File: config.mk
export PLATFORM = sky130hd
export DESIGN_NAME = hybrid_rng_health_gate
export DESIGN_NICKNAME = d
export VERILOG_FILES = /design/src/common/rng_pkg.sv /design/src/hdl/rng_fifo.sv /design/src/hdl/hybrid_rng_health_gate.sv
export SDC_FILE = /design/constraint.sdc
export NUM_CORES = 1
export LEC_CHECK = 0
export ABC_AREA = 1
export BUFFER_PORTS_ARGS = -buffer_cell sky130_fd_sc_hd__buf_2
export CELL_PAD_IN_SITES_DETAIL_PLACEMENT = 1
export CELL_PAD_IN_SITES_GLOBAL_PLACEMENT = 1
export CORE_UTILIZATION = 28
export CTS_CLUSTER_SIZE = 24
export DETAILED_ROUTE_END_ITERATION = 8
export GPL_TIMING_DRIVEN = 0
export HOLD_SLACK_MARGIN = 0.05
export MAX_ROUTING_LAYER = met4
export PLACE_DENSITY_LB_ADDON = 0.1
export SLEW_MARGIN = 20
export SYNTH_ARGS = -nofsm -noshare
export SYNTH_HDL_FRONTEND = slang
export SYNTH_SLANG_ARGS = --single-unit
File: constraint.sdc
create_clock -name i_mclk -period 3.5 [get_ports i_mclk]
set_input_delay 0.175 -clock i_mclk [delete_from_list [all_inputs] [get_ports i_mclk]]
set_output_delay 0.175 -clock i_mclk [all_outputs]
set_load 0.05 [all_outputs]
File: src/common/rng_pkg.sv
// Constants, types and defaults shared by the hybrid random generator and its checker and testbench.
// Assumes one clock domain and a consumer that drains words through a valid/ready pair.
//
// Operation
// Right after a start the raw source is checked for total failure, and nothing is released once one is seen.
// A total failure during operation withholds every word that used raw bits arriving after the failure began.
// An online statistical test runs on the raw bits at start-up and during operation and flags defects.
// Output stays blocked until the start-up test passes and the post-processor is seeded, and blocks again on a defect.
// Every raw bit is examined by the online test as it arrives, with no request needed; the code examines raw bits only in ST_STARTUP and ST_RUN.
// The post-processor never emits more output bits than it has taken compressed input bits.
// The post-processor uses one state transition function and a separate output function.
// Delivered words are either 8 or 16 bits wide.
// Raw bits are compressed adaptively, at a ratio chosen by an entropy estimator.
// The post-processor holds a 351-bit state seeded from the physical entropy source.
// A total failure or statistical defect sets a sticky error output held until the next start.
// A valid flag comes with each word and is high only while release is permitted.
package rng_pkg;
   localparam int STATE_BITS  = 351;  // Post-processor state length
   localparam int SEED_BITS   = 351;  // Compressed bits absorbed before first release
   localparam int WORD_W      = 16;
   localparam int NARROW_W    = 8;
   localparam int RUN_LIMIT   = 32;   // Identical raw bits in a row meaning total failure
   localparam int WIN_LEN     = 256;  // Online test window in raw bits
   localparam int ONES_LO     = 96;   // Tolerated ones per window, low bound
   localparam int ONES_HI     = 160;  // Tolerated ones per window, high bound
   localparam int TIGHT_LO    = 112;  // Estimator band allowing fine compression
   localparam int TIGHT_HI    = 144;
   localparam int COMP_FINE   = 2;    // Raw bits per compressed bit, good entropy
   localparam int COMP_COARSE = 4;    // Raw bits per compressed bit, weaker entropy
   localparam int FIFO_DEPTH  = 8;
   localparam int CREDIT_W    = 6;
   // Tap positions of the transition and output functions
   localparam int TAP_FB = 350;
   localparam int TAP_A  = 287;
   localparam int TAP_B  = 193;
   localparam int TAP_C  = 101;
   localparam int TAP_D  = 57;
   localparam int TAP_E  = 13;
   localparam int OUT_A  = 340;
   localparam int OUT_B  = 222;
   localparam int OUT_C  = 150;
   localparam int OUT_D  = 77;
   localparam int OUT_E  = 5;

   typedef enum logic [1:0] {
      ST_IDLE,
      ST_STARTUP,
      ST_RUN,
      ST_FAIL
   } gen_state_e;
endpackage

File: src/hdl/rng_fifo.sv
// Word FIFO with a registered read stage and a flush.
// Assumes writer and reader share i_mclk; DEPTH must be a power of two.
`timescale 1ns/1ns
`default_nettype none
module rng_fifo #(
   parameter int WIDTH = 16,
   parameter int DEPTH = 8
) (
   input  wire  logic             i_mclk,
   input  wire  logic             i_resetn,
   input  wire  logic             i_flush,
   input  wire  logic             i_wr_valid,
   output logic                   o_wr_ready,
   input  wire  logic [WIDTH-1:0] i_wr_data,
   output logic                   o_rd_valid,
   input  wire  logic             i_rd_ready,
   output logic       [WIDTH-1:0] o_rd_data
);
   localparam int PW = (DEPTH > 1) ? $clog2(DEPTH) : 1;
   localparam int CW = $clog2(DEPTH + 1);
   localparam logic [CW-1:0] FULL_CNT = CW'(DEPTH);

   generate
      if (DEPTH < 2 || (DEPTH & (DEPTH - 1)) != 0 || WIDTH < 1) begin : g_bad
         $error("rng_fifo: DEPTH must be a power of two of at least 2");
      end
   endgenerate

   logic [WIDTH-1:0] mem [DEPTH];
   logic [PW-1:0]    wr_ptr_reg, wr_ptr_next;
   logic [PW-1:0]    rd_ptr_reg, rd_ptr_next;
   logic [CW-1:0]    count_reg, count_next;
   logic             valid_reg, valid_next;
   logic [WIDTH-1:0] data_reg, data_next;
   logic             push;
   logic             load;

   // Ready drops at DEPTH words
   assign o_wr_ready = (count_reg != FULL_CNT);
   assign o_rd_valid = valid_reg;
   assign o_rd_data  = data_reg;

   // Pointer, count and output stage next values
   always_comb begin
      push        = i_wr_valid && o_wr_ready;
      load        = (!valid_reg || i_rd_ready) && (count_reg != '0);
      wr_ptr_next = wr_ptr_reg;
      rd_ptr_next = rd_ptr_reg;
      count_next  = count_reg;
      valid_next  = valid_reg;
      data_next   = data_reg;
      if (push) begin
         wr_ptr_next = wr_ptr_reg + 1'b1;
      end
      if (load) begin
         rd_ptr_next = rd_ptr_reg + 1'b1;
         data_next   = mem[rd_ptr_reg];
         valid_next  = 1'b1;
      end else if (i_rd_ready) begin
         valid_next  = 1'b0;
      end
      count_next = count_reg + CW'(push) - CW'(load);
      // Flush also drops a word being written
      if (i_flush) begin
         wr_ptr_next = '0;
         rd_ptr_next = '0;
         count_next  = '0;
         valid_next  = 1'b0;
      end
   end

   // Storage array, no reset needed on data
   always_ff @(posedge i_mclk) begin
      if (push && !i_flush) begin
         mem[wr_ptr_reg] <= i_wr_data;
      end
   end

   always_ff @(posedge i_mclk or negedge i_resetn) begin
      if (!i_resetn) begin
         wr_ptr_reg <= '0;
         rd_ptr_reg <= '0;
         count_reg  <= '0;
         valid_reg  <= 1'b0;
         data_reg   <= '0;
      end else begin
         wr_ptr_reg <= wr_ptr_next;
         rd_ptr_reg <= rd_ptr_next;
         count_reg  <= count_next;
         valid_reg  <= valid_next;
         data_reg   <= data_next;
      end
   end
endmodule // rng_fifo
`default_nettype wire

File: src/hdl/hybrid_rng_health_gate.sv
// Hybrid generator: health tests on raw bits, adaptive compression, post-processor, gated word FIFO.
// Assumes raw bits arrive synchronous to i_mclk, at most one per cycle, flagged by i_raw_valid.
`timescale 1ns/1ns
`default_nettype none
module hybrid_rng_health_gate
   import rng_pkg::*;
#(
   parameter int RUN_MAX_P  = RUN_LIMIT,
   parameter int WIN_P      = WIN_LEN,
   parameter int LO_P       = ONES_LO,
   parameter int HI_P       = ONES_HI,
   parameter int FIFO_DEPTH_P = FIFO_DEPTH
) (
   input  wire  logic              i_mclk,
   input  wire  logic              i_resetn,
   input  wire  logic              i_start,
   input  wire  logic              i_raw_valid,
   input  wire  logic              i_raw_bit,
   input  wire  logic              i_word16,
   input  wire  logic              i_rd_ready,
   output logic       [WORD_W-1:0] o_rd_data,
   output logic                    o_rd_valid,
   output logic                    o_total_fail,
   output logic                    o_stat_defect,
   output logic                    o_released,
   output logic                    o_seeded
);
   localparam int RW = $clog2(RUN_MAX_P + 1);
   localparam int WW = $clog2(WIN_P);
   localparam int OW = $clog2(WIN_P + 1);
   localparam int SW = $clog2(SEED_BITS + 1);
   localparam logic [RW-1:0] RUN_TOP  = RW'(RUN_MAX_P);
   localparam logic [WW-1:0] WIN_LAST = WW'(WIN_P - 1);
   localparam logic [OW-1:0] LO_C     = OW'(LO_P);
   localparam logic [OW-1:0] HI_C     = OW'(HI_P);
   localparam logic [OW-1:0] TLO_C    = OW'(TIGHT_LO);
   localparam logic [OW-1:0] THI_C    = OW'(TIGHT_HI);
   localparam logic [SW-1:0] SEED_LAST = SW'(SEED_BITS - 1);
   localparam logic [2:0]    FINE_LAST   = 3'(COMP_FINE - 1);
   localparam logic [2:0]    COARSE_LAST = 3'(COMP_COARSE - 1);
   localparam logic [4:0]    W16_LAST = 5'(WORD_W - 1);
   localparam logic [4:0]    W8_LAST  = 5'(NARROW_W - 1);
   localparam logic [CREDIT_W-1:0] CREDIT_TOP = '1;

   generate
      if (RUN_MAX_P < 2 || WIN_P < 2 || LO_P >= HI_P || HI_P > WIN_P) begin : g_bad
         $error("hybrid_rng_health_gate: test thresholds out of range");
      end
   endgenerate

   // Transition function: nonlinear feedback shift with input absorbed
   function automatic logic [STATE_BITS-1:0] pp_step(input logic [STATE_BITS-1:0] s, input logic b);
      logic fb;
      fb = s[TAP_FB] ^ s[TAP_A] ^ (s[TAP_B] & s[TAP_C]) ^ (s[TAP_D] | s[TAP_E]) ^ b;
      return {s[STATE_BITS-2:0], fb};
   endfunction

   // Output function on separate taps, so state bits are never shown directly
   function automatic logic pp_out(input logic [STATE_BITS-1:0] s);
      return s[OUT_A] ^ s[OUT_B] ^ (s[OUT_C] & s[OUT_D]) ^ s[OUT_E];
   endfunction

   function automatic logic in_band(input logic [OW-1:0] v, input logic [OW-1:0] lo, input logic [OW-1:0] hi);
      return (v >= lo) && (v <= hi);
   endfunction

   gen_state_e            state_reg, state_next;
   logic [RW-1:0]         run_reg, run_next;
   logic                  last_reg, last_next;
   logic                  have_last_reg, have_last_next;
   logic [WW-1:0]         win_reg, win_next;
   logic [OW-1:0]         ones_reg, ones_next;
   logic                  pass_reg, pass_next;
   logic                  fine_reg, fine_next;
   logic [2:0]            grp_reg, grp_next;
   logic                  acc_reg, acc_next;
   logic [STATE_BITS-1:0] pp_reg, pp_next;
   logic [SW-1:0]         seed_cnt_reg, seed_cnt_next;
   logic                  seeded_reg, seeded_next;
   logic [CREDIT_W-1:0]   credit_reg, credit_next;
   logic [WORD_W-1:0]     word_reg, word_next;
   logic [4:0]            bit_cnt_reg, bit_cnt_next;
   logic                  wide_reg, wide_next;
   logic                  pend_reg, pend_next;
   logic                  tfail_reg, tfail_next;
   logic                  sdef_reg, sdef_next;
   logic                  rel_reg, rel_next;
   logic                  raw_take;
   logic                  total_hit;
   logic                  stat_hit;
   logic                  comp_valid;
   logic                  comp_bit;
   logic                  transition;
   logic                  push;
   logic                  flush;
   logic                  fifo_ready;
   logic [OW-1:0]         ones_sum;

   assign o_total_fail  = tfail_reg;
   assign o_stat_defect = sdef_reg;
   assign o_released    = rel_reg;
   assign o_seeded      = seeded_reg;

   // Health tests, compression, post-processor and gating
   always_comb begin
      state_next     = state_reg;
      run_next       = run_reg;
      last_next      = last_reg;
      have_last_next = have_last_reg;
      win_next       = win_reg;
      ones_next      = ones_reg;
      pass_next      = pass_reg;
      fine_next      = fine_reg;
      grp_next       = grp_reg;
      acc_next       = acc_reg;
      pp_next        = pp_reg;
      seed_cnt_next  = seed_cnt_reg;
      seeded_next    = seeded_reg;
      credit_next    = credit_reg;
      word_next      = word_reg;
      bit_cnt_next   = bit_cnt_reg;
      wide_next      = wide_reg;
      pend_next      = pend_reg;
      total_hit      = 1'b0;
      stat_hit       = 1'b0;
      comp_valid     = 1'b0;
      comp_bit       = 1'b0;
      transition     = 1'b0;
      ones_sum       = ones_reg + OW'(i_raw_bit);
      raw_take       = i_raw_valid && (state_reg == ST_STARTUP || state_reg == ST_RUN);

      if (raw_take) begin
         // Stuck source shows as a long run of equal bits
         transition     = have_last_reg && (i_raw_bit != last_reg);
         if (!have_last_reg || transition) begin
            run_next = RW'(1);
         end else if (run_reg != RUN_TOP) begin
            run_next = run_reg + 1'b1;
         end
         last_next      = i_raw_bit;
         have_last_next = 1'b1;
         total_hit      = (run_next == RUN_TOP);
         // Monobit window test, first window is the start-up test
         if (win_reg == WIN_LAST) begin
            win_next  = '0;
            ones_next = '0;
            stat_hit  = !in_band(ones_sum, LO_C, HI_C);
            if (!stat_hit) begin
               pass_next = 1'b1;
            end
            fine_next = in_band(ones_sum, TLO_C, THI_C);
         end else begin
            win_next  = win_reg + 1'b1;
            ones_next = ones_sum;
         end
         // Adaptive XOR compression, ratio from the estimator
         if (grp_reg == (fine_reg ? FINE_LAST : COARSE_LAST)) begin
            comp_valid = 1'b1;
            comp_bit   = acc_reg ^ i_raw_bit;
            grp_next   = '0;
            acc_next   = 1'b0;
         end else begin
            grp_next   = grp_reg + 1'b1;
            acc_next   = acc_reg ^ i_raw_bit;
         end
      end

      // Input always absorbed; output steps only in cycles with no input
      if (comp_valid) begin
         pp_next = pp_step(pp_reg, comp_bit);
         if (!seeded_reg) begin
            seed_cnt_next = seed_cnt_reg + 1'b1;
            seeded_next   = (seed_cnt_reg == SEED_LAST);
         end else if (credit_reg != CREDIT_TOP) begin
            credit_next = credit_reg + 1'b1;
         end
      end else if (state_reg == ST_RUN && !pend_reg && credit_reg != '0) begin
         pp_next      = pp_step(pp_reg, 1'b0);
         credit_next  = credit_reg - 1'b1;
         word_next    = {word_reg[WORD_W-2:0], pp_out(pp_reg)};
         bit_cnt_next = bit_cnt_reg + 1'b1;
         if (bit_cnt_reg == '0) begin
            wide_next = i_word16; // Format fixed for the whole word
         end
         if (bit_cnt_reg == ((bit_cnt_reg == '0 ? i_word16 : wide_reg) ? W16_LAST : W8_LAST)) begin
            pend_next    = 1'b1;
            bit_cnt_next = '0;
         end
      end

      // Finished word waits for a raw transition, so a failing run drops it
      push = pend_reg && transition && fifo_ready && (state_reg == ST_RUN) && !total_hit && !stat_hit;
      if (push) begin
         pend_next = 1'b0;
      end

      // Sticky errors, set wins over the clearing start
      tfail_next = total_hit || (tfail_reg && !i_start);
      sdef_next  = stat_hit || (sdef_reg && !i_start);

      case (state_reg)
         ST_IDLE: begin
            if (i_start) begin
               state_next = ST_STARTUP;
            end
         end
         ST_STARTUP: begin
            if (total_hit || stat_hit) begin
               state_next = ST_FAIL;
            end else if (pass_reg && seeded_reg) begin
               state_next = ST_RUN;
            end
         end
         ST_RUN: begin
            if (total_hit || stat_hit) begin
               state_next = ST_FAIL;
            end
         end
         ST_FAIL: begin
            state_next = ST_FAIL;
         end
         default: begin
            state_next = ST_IDLE;
         end
      endcase

      // Restart clears test progress and reseeds; the state keeps its entropy
      if (i_start && !total_hit && !stat_hit) begin
         state_next     = ST_STARTUP;
         run_next       = '0;
         have_last_next = 1'b0;
         win_next       = '0;
         ones_next      = '0;
         pass_next      = 1'b0;
         fine_next      = 1'b0;
         grp_next       = '0;
         acc_next       = 1'b0;
         seed_cnt_next  = '0;
         seeded_next    = 1'b0;
         credit_next    = '0;
         bit_cnt_next   = '0;
         pend_next      = 1'b0;
      end
      if (state_next == ST_FAIL) begin
         pend_next = 1'b0;
      end

      flush    = (state_next != ST_RUN);
      rel_next = (state_next == ST_RUN);
   end

   always_ff @(posedge i_mclk or negedge i_resetn) begin
      if (!i_resetn) begin
         state_reg     <= ST_IDLE;
         run_reg       <= '0;
         last_reg      <= 1'b0;
         have_last_reg <= 1'b0;
         win_reg       <= '0;
         ones_reg      <= '0;
         pass_reg      <= 1'b0;
         fine_reg      <= 1'b0;
         grp_reg       <= '0;
         acc_reg       <= 1'b0;
         pp_reg        <= '0;
         seed_cnt_reg  <= '0;
         seeded_reg    <= 1'b0;
         credit_reg    <= '0;
         word_reg      <= '0;
         bit_cnt_reg   <= '0;
         wide_reg      <= 1'b0;
         pend_reg      <= 1'b0;
         tfail_reg     <= 1'b0;
         sdef_reg      <= 1'b0;
         rel_reg       <= 1'b0;
      end else begin
         state_reg     <= state_next;
         run_reg       <= run_next;
         last_reg      <= last_next;
         have_last_reg <= have_last_next;
         win_reg       <= win_next;
         ones_reg      <= ones_next;
         pass_reg      <= pass_next;
         fine_reg      <= fine_next;
         grp_reg       <= grp_next;
         acc_reg       <= acc_next;
         pp_reg        <= pp_next;
         seed_cnt_reg  <= seed_cnt_next;
         seeded_reg    <= seeded_next;
         credit_reg    <= credit_next;
         word_reg      <= word_next;
         bit_cnt_reg   <= bit_cnt_next;
         wide_reg      <= wide_next;
         pend_reg      <= pend_next;
         tfail_reg     <= tfail_next;
         sdef_reg      <= sdef_next;
         rel_reg       <= rel_next;
      end
   end

   // Narrow words sit in the low byte, upper byte zero
   rng_fifo #(
      .WIDTH (WORD_W),
      .DEPTH (FIFO_DEPTH_P)
   ) u_fifo (
      .i_mclk     (i_mclk),
      .i_resetn   (i_resetn),
      .i_flush    (flush),
      .i_wr_valid (push),
      .o_wr_ready (fifo_ready),
      .i_wr_data  (wide_reg ? word_reg : {8'h00, word_reg[NARROW_W-1:0]}),
      .o_rd_valid (o_rd_valid),
      .i_rd_ready (i_rd_ready),
      .o_rd_data  (o_rd_data)
   );
endmodule // hybrid_rng_health_gate
`default_nettype wire

== Yosys cells after proc, flatten, opt, wreduce, memory -nomap -nowiden ==
Memories as Yosys holds them, arrays and structs flattened. A register that Yosys moved wholly into a read port is not among the register bits.
Index checks and enable logic that the tools add are counted.
Storage, ports and cells
  bits in registers: 437
  latch bits: 0
  RAM bits: 128
  ROM bits: 0
  input port bits: 7
  word-level logic and storage cells: 208
  memories kept: 1
Memories
  u_fifo.mem: words 8, width 16, rd ports 1, clocked after Yosys merged registers in 1, write ports 1, RTL line rng_fifo.sv:29  | logic [WIDTH-1:0] mem [DEPTH];
Cells by class
  add/subtract/negate cells: 12
  multipliers: 0
  divide/modulo/power cells: 0
  magnitude comparators: 4
  eq/ne operators: 20
  shift-type cells: 0
  multiplexer cells: 77
  bitwise operators: 12
  reduce and logical (&&, ||, !) cells: 57
Operators with widths (count)
  two-way mux 351 bit: 2
  two-way mux 6 bit: 10
  two-way mux 9 bit: 6
  two-way mux 1 bit: 35
  two-way mux 8 bit: 3
  two-way mux 3 bit: 7
  two-way mux 5 bit: 4
  logical AND 1 bit: 19
  greater-or-equal comparator 9 x 7 -> 1 bit (second input constant): 2
  <= comparator 9 x 8 -> 1 bit (second input constant): 2
  two-way mux 16 bit: 1
  nonzero test 2 bit: 8
  adder 6 x 1 -> 6 bit (second input constant): 2
  two-way mux 2 bit: 6
  != test 6 bit (second input constant): 2
  nonzero test 4 bit: 3
  adder 3 x 1 -> 3 bit (second input constant): 3
  adder 9 x 1 -> 9 bit: 1
  adder 9 x 1 -> 9 bit (second input constant): 1
  == test 9 bit (second input constant): 1
  zero test 1 bit: 9
  AND reduction 3 bit: 3
  adder 8 x 1 -> 8 bit (second input constant): 1
  == test 2 bit (second input constant): 4
  28 further kinds: 47

== Longest topological paths before layout ==
Gate-level depths: netlist of run 1.
  depth in word-level cells: 16
  mapped depth: 21
  gate-level depth less buffers: 21

== Modules after synthesis ==
A second synthesis of run 1 with hierarchy kept.
Unflattened totals
  cells, all modules: 2483
  area total of the unflattened synthesis: 23854.1 um^2
Modules (own cells, without submodules)
  hybrid_rng_health_gate: instances 1, cells each 1842, area an instance 17156.5 um^2
  rng_fifo: instances 1, cells each 641, area an instance 6697.7 um^2

== Worst setup path before layout of run 1 ==
Ideal clock, no wire load.
  path kind: register to register
  from: register ones_reg[0]
  to: memory u_fifo.mem[0][0] (enable)
  arrival time: 2.878 ns
  slack: 0.234 ns
  stages on the path, launching flop included: 17
  path buffers: 0
  period minus slack after synthesis: 3.266 ns
  cells stage by stage: dfrtp_1 ha_1 ha_1 or2_2 nor2_1 nand3_1 nor2_1 nand2_1 nand2_2 nand2_4 nand2_4 nand3_1 nand2_1 nand2_2 a21oi_2 nand4_2 nor2_1
On the way
  cells in the longest elaborated chain, start to end: 15
  elaborated cells between the ends (all ways): 21
  those cells by class: add/sub (1); order compare (2); eq/ne (1); mux (8); reduce/logical (9)
RTL lines
  from (decl): RTL line hybrid_rng_health_gate.sv:72  | logic [OW-1:0] ones_reg, ones_next;
  from (signal assigned): RTL line hybrid_rng_health_gate.sv:281  | ones_reg <= ones_next;
  adder 9 x 1 -> 9 bit *: RTL line hybrid_rng_health_gate.sv:129  | ones_sum = ones_reg + OW'(i_raw_bit);
  greater-or-equal comparator 9 x 7 -> 1 bit / <= comparator 9 x 8 -> 1 bit (equally long branches): RTL line hybrid_rng_health_gate.sv:64  | return (v >= lo) && (v <= hi);
  logical AND 1 bit *: RTL line hybrid_rng_health_gate.sv:64
  zero test 1 bit *: RTL line hybrid_rng_health_gate.sv:147  | stat_hit = !in_band(ones_sum, LO_C, HI_C);
  two-way mux 1 bit *: RTL line hybrid_rng_health_gate.sv:144  | if (win_reg == WIN_LAST) begin
  two-way mux 1 bit *: RTL line hybrid_rng_health_gate.sv:132  | if (raw_take) begin
  logical OR 1 bit: RTL line hybrid_rng_health_gate.sv:208, hybrid_rng_health_gate.sv:215
  two-way mux 2 bit (on tied branches): RTL line hybrid_rng_health_gate.sv:215, hybrid_rng_health_gate.sv:208
  case mux 2 bit (4 select lines): RTL line hybrid_rng_health_gate.sv:201  | case (state_reg)
  two-way mux 2 bit: RTL line hybrid_rng_health_gate.sv:228  | if (i_start && !total_hit && !stat_hit) begin
  != test 2 bit: RTL line hybrid_rng_health_gate.sv:248  | flush = (state_next != ST_RUN);
  zero test 1 bit: RTL line rng_fifo.sv:74  | if (push && !i_flush) begin
  logical AND 1 bit *: RTL line rng_fifo.sv:74
  two-way mux 1 bit *: RTL line rng_fifo.sv:74
  two-way mux 1 bit (implied by the code) *: RTL line rng_fifo.sv:75  | mem[wr_ptr_reg] <= i_wr_data;
  to (decl): RTL line rng_fifo.sv:29
Every way passes the cells marked *; elsewhere a longest branch is shown, timed or not.

== Worst setup path after layout of run 1 ==
  from: register ones_reg[0]
  to: memory u_fifo.mem[0][3] (enable)
The elaborated chain is that of the path after synthesis.

==> results.cfg, run 1 <==
[die]
io_pins = 28
dieArea_sq_mm = 0.0842
rows = 105
start_util_pct = 28.3
core_sq_mm = 0.0821
die_y_um = 290
die_w_um = 290

[grt]
grt_pass1_wl_um = 97200
grt_pass1_vias = 17600
gr-total-overflow = 0
grt_max_degree = 93
antenna_found_initial = 0
grt_usage_pct = 14.8

[detailed_routing]
num_vias = 16100
met2_wirelength_um = 27900
routed.top_layer = met4
m1WireLength_um = 27300
initialDrtViolationCount = 572
wire_per_inst_um = 16.4
wl_met3_um = 1540
ant_nets = 0
wl_um = 58200
drc = 0
via_per_inst = 4.54
dr.pass1.iters = 5

[sta]
worst_slack_ns = 0.302
fin_skew_ns = 0.0290
fin_setup_tns_ns = 0
fmax_mhz = 313
period_share_pct = 91.4
hold_violations = 0
worst_slew_pin_slew_ns = 1.01
maxSlewHeadroom_pct = 32.8
setup_viol = 0
period_needed_ns = 3.20
final-max-slew-violation-count = 0
rsz0062_at_grt = no

[placed_design]
post-place-ws_ns = -0.179
port_buffers = 27
dp.cells = 3408
dpl.hpwl_um = 37400
globalplace.congestion = 0.749

[logic_synthesis]
yosysSeqAreaShare_pct = 65.3
synth-edff-count = 128
synthesis.area_sq_mm = 0.0232
syn_inst = 2300
synth_ff_type = dfrtp_1
async_flop_share_pct = 78.0
yosysWarningCount = 0
synth_area_per_cell_sq_um = 10.1
synth_cell_types = 42
synth_seq_cells = 581
synth_nets = 2335

[clocking]
clock_path_buffers = 3
cts_sinks = 581
cts_made_buffers = 71
h-tree-depth = 3
clock_latency_ns = 0.61
clk_pin_slew_ns = 0.06
cts_tree = built
root_buffer = clkbuf_16

[cells_and_area]
fin_nets = 2461
drive_gt1_share_pct = 8.67
final_common_cell = nand2_1
area_growth_pct = 18.2
final_cell_mix = nand2_1 (549), dfrtp_1 (453), o21ai_0 (404)
largest_reg_flops = 351
fillers = 9249
fin_util_pct = 33.5
final_cells = 3549
antenna_cells = 0

[pwr]
vdd_drop_max_v = 0.000454
powerDensity_mw_per_mm2 = 696
p_leak_uw = 0.0120

[worst_setup_path]
crit_path_start_kind = flip-flop
arrival_ns = 3.49
rr_startpoint = ones_reg[0]$_DFFE_PN0P_
rr_worst_depth = 17
timing.critical_path.to = u_fifo.mem[0][3]$_DFFE_PP_
crit_path_max_fanout = 9
reg2reg_slack_ns = 0.30
cp.required_ns = 3.80
rr_endpoint = u_fifo.mem[0][3]$_DFFE_PP_
criticalPathCategory = reg2reg
end_kind = flip-flop
crit_path_start = ones_reg[0]$_DFFE_PN0P_

[job]
maxCapViolCount = 0

[worst_hold_path]
hold_class = in2async

[outcome]
outcome = finished, final reports clean
## report_power, final
| part | internal [uW] | total, uW | leakage, uW | switching [uW] |
|---|---|---|---|---|
| Sequential | 8670 | 9480 | 0.00677 | 809 |
| Combinational | 946 | 2570 | 0.00418 | 1630 |
| Clock | 4210 | 7070 | 0.00110 | 2860 |
## synth_stat cells, types with 8 or more instances
master	n	area [sq um]
mux2i_1	16	160
o211ai_1	18	135
edfxtp_1	128	3840
o221ai_1	16	140
nor2_1	129	484
o32ai_1	20	175
nand2_1	549	2060
dfrtp_1	453	11300
ha_1	26	325
buf_1	12	45.0
a21oi_1	21	105
xor2_1	15	131
xnor2_1	8	70.1
inv_2	8	30.0
clkbuf_1	94	353
nor2_2	8	50.1
nand3_1	43	215
inv_1	250	938
nand4_1	10	62.6
o21ai_0	404	2020
## per-layer routing
metal	up-vias	track usage (%)
li1	7758	-
met1	8100	18.9
met2	158	24.1
met3	106	2.18
met4	0	4.62
met5	-	-
## critical path, stage by stage, from the launching register on
cell and delay [ns]:
dfrtp_1 0.38, ha_1 0.22, ha_1 0.29, or2_2 0.29, nor2_1 0.17, nand3_1 0.11, nor2_1 0.09, nand2_1 0.07
nand2_2 0.08, nand2_4 0.07, nand2_2 0.09, nand3_1 0.07, nand2_1 0.07, nand2_2 0.08, a21oi_4 0.19, nand4_4 0.22
nor2_4 0.23, buf_12 0.16
## final cells by class
class	instances	area, sq um	share of cell area (%)
Multi-Input combinational cell	1345	6730	24.5
Tap cell	1070	1340	4.87
Inverter	261	985	3.58
Clock buffer	110	2110	7.67
Clock inverter	16	134	0.487
Buffer	113	435	1.58
Sequential cell	581	15200	55.3
Timing Repair Buffer	53	559	2.04
## worst min path at each step
| stage | slack, ns | depth (start not counted) | end | from |
|---|---|---|---|---|
| 2_1_floorplan | -0.12 | 0 | acc_reg$_DFFE_PN0P_ | i_resetn |
| 3_3_place_gp | 0.46 | 2 | u_fifo.o_rd_data[14]$_DFFE_PN0P_ | u_fifo.o_rd_data[14]$_DFFE_PN0P_ |
| 3_5_place_dp | 0.14 | 1 | ones_reg[6]$_DFFE_PN0P_ | i_resetn |
| 4_1_cts | 0.08 | 2 | ones_reg[6]$_DFFE_PN0P_ | i_resetn |
| 5_1_grt | 0.12 | 2 | ones_reg[6]$_DFFE_PN0P_ | i_resetn |
| 6_report | 0.09 | 2 | ones_reg[6]$_DFFE_PN0P_ | i_resetn |
## cell families (layout without fill, tap and decap cells)
kind of cell               after synthesis  after routing  synth area share (%)
AOI/OAI and AO/OA                      498            498                  11.7
xor gates and xnor gates                23             23                 0.867
adders and majority gates               28             28                  1.57
buffers and inverters                  374            553                  6.10
DFF                                    581            581                  65.3
muxes                                   16             16                 0.689
and+or+nand+nor                        780            780                  13.8
## stage by stage
stage | instance area, sq um | total power (uW) | hold WS, ns
final | 27500 | 19100 | 0.0863
after global routing | 27500 | 20400 | 0.115
after CTS | 27400 | 19500 | 0.0797
after detailed placement | 25000 | 12200 | 0.138
after global placement | 24700 | 12000 | 0.460
after floorplan | 23200 | 11200 | -0.121
## what timing repair did
item                       CTS  global route
setup endpoints to repair   96           101
pin swaps                    1             7
hold buffers                 6             0
buffers inserted             3             6
hold endpoints to repair   232             0
gates resized for setup      6             6
(Power assumes the default switching activity.)
==> run 2, diff against run 1 <==
--- a/config.mk
+++ b/config.mk
@@ -9,6 +9,7 @@
 export BUFFER_PORTS_ARGS = -buffer_cell sky130_fd_sc_hd__buf_2
 export CELL_PAD_IN_SITES_DETAIL_PLACEMENT = 1
 export CELL_PAD_IN_SITES_GLOBAL_PLACEMENT = 1
+export CORE_ASPECT_RATIO = 1.75
 export CORE_UTILIZATION = 28
 export CTS_CLUSTER_SIZE = 24
 export DETAILED_ROUTE_END_ITERATION = 8
==> run 2 against run 1 <==
Net effect:
- the run now ends with design-rule violations left
- setup slack worse by 0.057 ns
- sequential power about the same
- total power fell by 4.2%
- die area hardly changed
- utilization fell by 0.44 points
- global-route usage rose by 0.57 points
- clock skew down 0.0037 ns
- via count is 0.11% higher
- non-clock buffer count rose by 8
- critical endpoint is now u_fifo.mem[4][13]$_DFFE_PP_
- largest power group unchanged
==> results.cfg, run 2 (same netlist as run 1, synthesis figures left out) <==
[outcome]
outcome = finished with violations
violations = design-rule violations

[cells_and_area]
final_cells = 3518
drive_gt1_share_pct = 8.45
area_growth_pct = 16.6
final_cell_mix = nand2_1 (549), dfrtp_1 (453), o21ai_0 (404)
antenna_cells = 0
final_common_cell = nand2_1
fin_nets = 2456
largest_reg_flops = 351

[clocking]
clock_latency_ns = 0.63
clock_path_buffers = 3
cts_made_buffers = 58
root_buffer = clkbuf_16
cts_tree = built
h-tree-depth = 2
clk_pin_slew_ns = 0.06
cts_sinks = 581

[sta]
period_needed_ns = 3.25
hold_violations = 0
rsz0062_at_grt = no
worst_slew_pin_slew_ns = 1.10
setup_viol = 0
fin_skew_ns = 0.0252
period_share_pct = 93.0
final-max-slew-violation-count = 0
maxSlewHeadroom_pct = 26.9
hold_ws_ns = 0.101
fmax_mhz = 307
worst_slack_ns = 0.245

[pwr]
power_frac_clock_pct = 34.2
vdd_drop_max_v = 0.000362
powerDensity_mw_per_mm2 = 676
power.switching_fraction_pct = 28.1
power_frac_comb_pct = 14.0
seq_power_share_pct = 51.8
power_uw = 18300
internal_power_uw = 13200
p_leak_uw = 0.0119
p_sw_uw = 5150

[job]
maxCapViolCount = 0

[detailed_routing]
via_per_inst = 4.59
wire_per_inst_um = 17.0
ant_nets = 0
num_vias = 16100
wl_um = 59800
drc = 12
dr.pass1.iters = 6
initialDrtViolationCount = 701

[grt]
grt_pass1_wl_um = 99000
grt_max_degree = 85
grt_usage_pct = 15.3
gr-total-overflow = 0
antenna_found_initial = 0
grt_pass1_vias = 18200

[die]
io_pins = 28
rows = 139
die_w_um = 220
core_sq_mm = 0.0821
dieArea_sq_mm = 0.0842
start_util_pct = 28.3
die_y_um = 383

[worst_hold_path]
hold_class = in2reg

[placed_design]
post-place-ws_ns = -0.208
port_buffers = 27
dp.cells = 3393
globalplace.congestion = 0.768
dpl.hpwl_um = 39500

[worst_setup_path]
criticalPathCategory = reg2reg
crit_path_max_fanout = 11
end_kind = flip-flop
crit_path_start_kind = flip-flop
cp.required_ns = 3.83
arrival_ns = 3.59
[run 2: path summary, 6_finish.rpt]
| check | startpoint | to | slack [ns] | cells after the start |
|---|---|---|---|---|
| setup / recovery | ones_reg[0]$_DFFE_PN0P_ | u_fifo.mem[4][13]$_DFFE_PP_ | 0.25 | 17 |
| hold / removal | i_start | o_stat_defect$_DFF_PN0_ | 0.10 | 4 |
| setup reg to reg | ones_reg[0]$_DFFE_PN0P_ | u_fifo.mem[4][13]$_DFFE_PP_ | 0.25 | 17 |
| hold reg to reg | u_fifo.o_rd_data[5]$_DFFE_PN0P_ | u_fifo.o_rd_data[5]$_DFFE_PN0P_ | 0.48 | 2 |
| max in group asynchronous | i_resetn | seed_cnt_reg[4]$_DFFE_PN0P_ | 1.97 | 4 |
| min in group asynchronous | i_resetn | pp_reg[265]$_DFFE_PN0P_ | 0.14 | 2 |
[run 2: cell type report]
| class | instances | area [sq um] |
|---|---|---|
| Timing Repair Buffer | 61 | 584 |
| Fill cell | 9274 | 55000 |
| Clock inverter | 23 | 264 |
| Sequential cell | 581 | 15200 |
| Buffer | 113 | 434 |
| Multi-Input combinational cell | 1345 | 6730 |
| Clock buffer | 77 | 1600 |
| Inverter | 261 | 985 |
| Tap cell | 1057 | 1320 |
[run 2: power by group through the flow]
stage | registers, uW | clock network [uW] | logic (uW)
after floorplan | 9370 | 0 | 1870
after global placement | 9590 | 0 | 2470
after detailed placement | 9620 | 0 | 2620
after CTS | 9510 | 6580 | 2640
after global routing | 9710 | 6780 | 3100
final | 9490 | 6270 | 2560
[run 2: repair_timing]
action | CTS | global route
setup endpoints to repair | 167 | 94
endpoints found under the hold margin | 84 | 0
pin swaps | 5 | 4
resized for setup | 3 | 9
hold buffers | 4 | 0
buffers inserted | 10 | 11
[run 2: per-layer routing]
layer / global-route usage, % / up-vias / routed length [um]
li1: - / 7729 / -
met1: 16.7 / 8167 / 24300
met2: 28.4 / 139 / 32500
met3: 2.00 / 104 / 1400
met4: 4.71 / 0 / 1640
met5: - / - / 0
[run 2: critical path, stage by stage (launching register included)]
cell and delay (ns):
dfrtp_1 0.38, ha_1 0.21, ha_1 0.29, or2_2 0.29, nor2_1 0.16, nand3_1 0.09, nor2_1 0.10, nand2_1 0.08
nand2_2 0.09, nand2_4 0.07, nand2_2 0.10, nand3_1 0.08, nand2_1 0.07, nand2_2 0.08, a21oi_4 0.21, nand4_4 0.23
nor2_4 0.27, buf_12 0.18
[run 2: metrics by stage]
step                setup TNS (ns)  utilization [%]  area [sq um]
floorplan                        0                -         23200
global placement          -3512.29             30.1         24700
detailed placement          -13.22             30.4         24900
CTS                          -2.05             32.9         27000
global route                     0             33.0         27100
finish                           0             33.0         27100
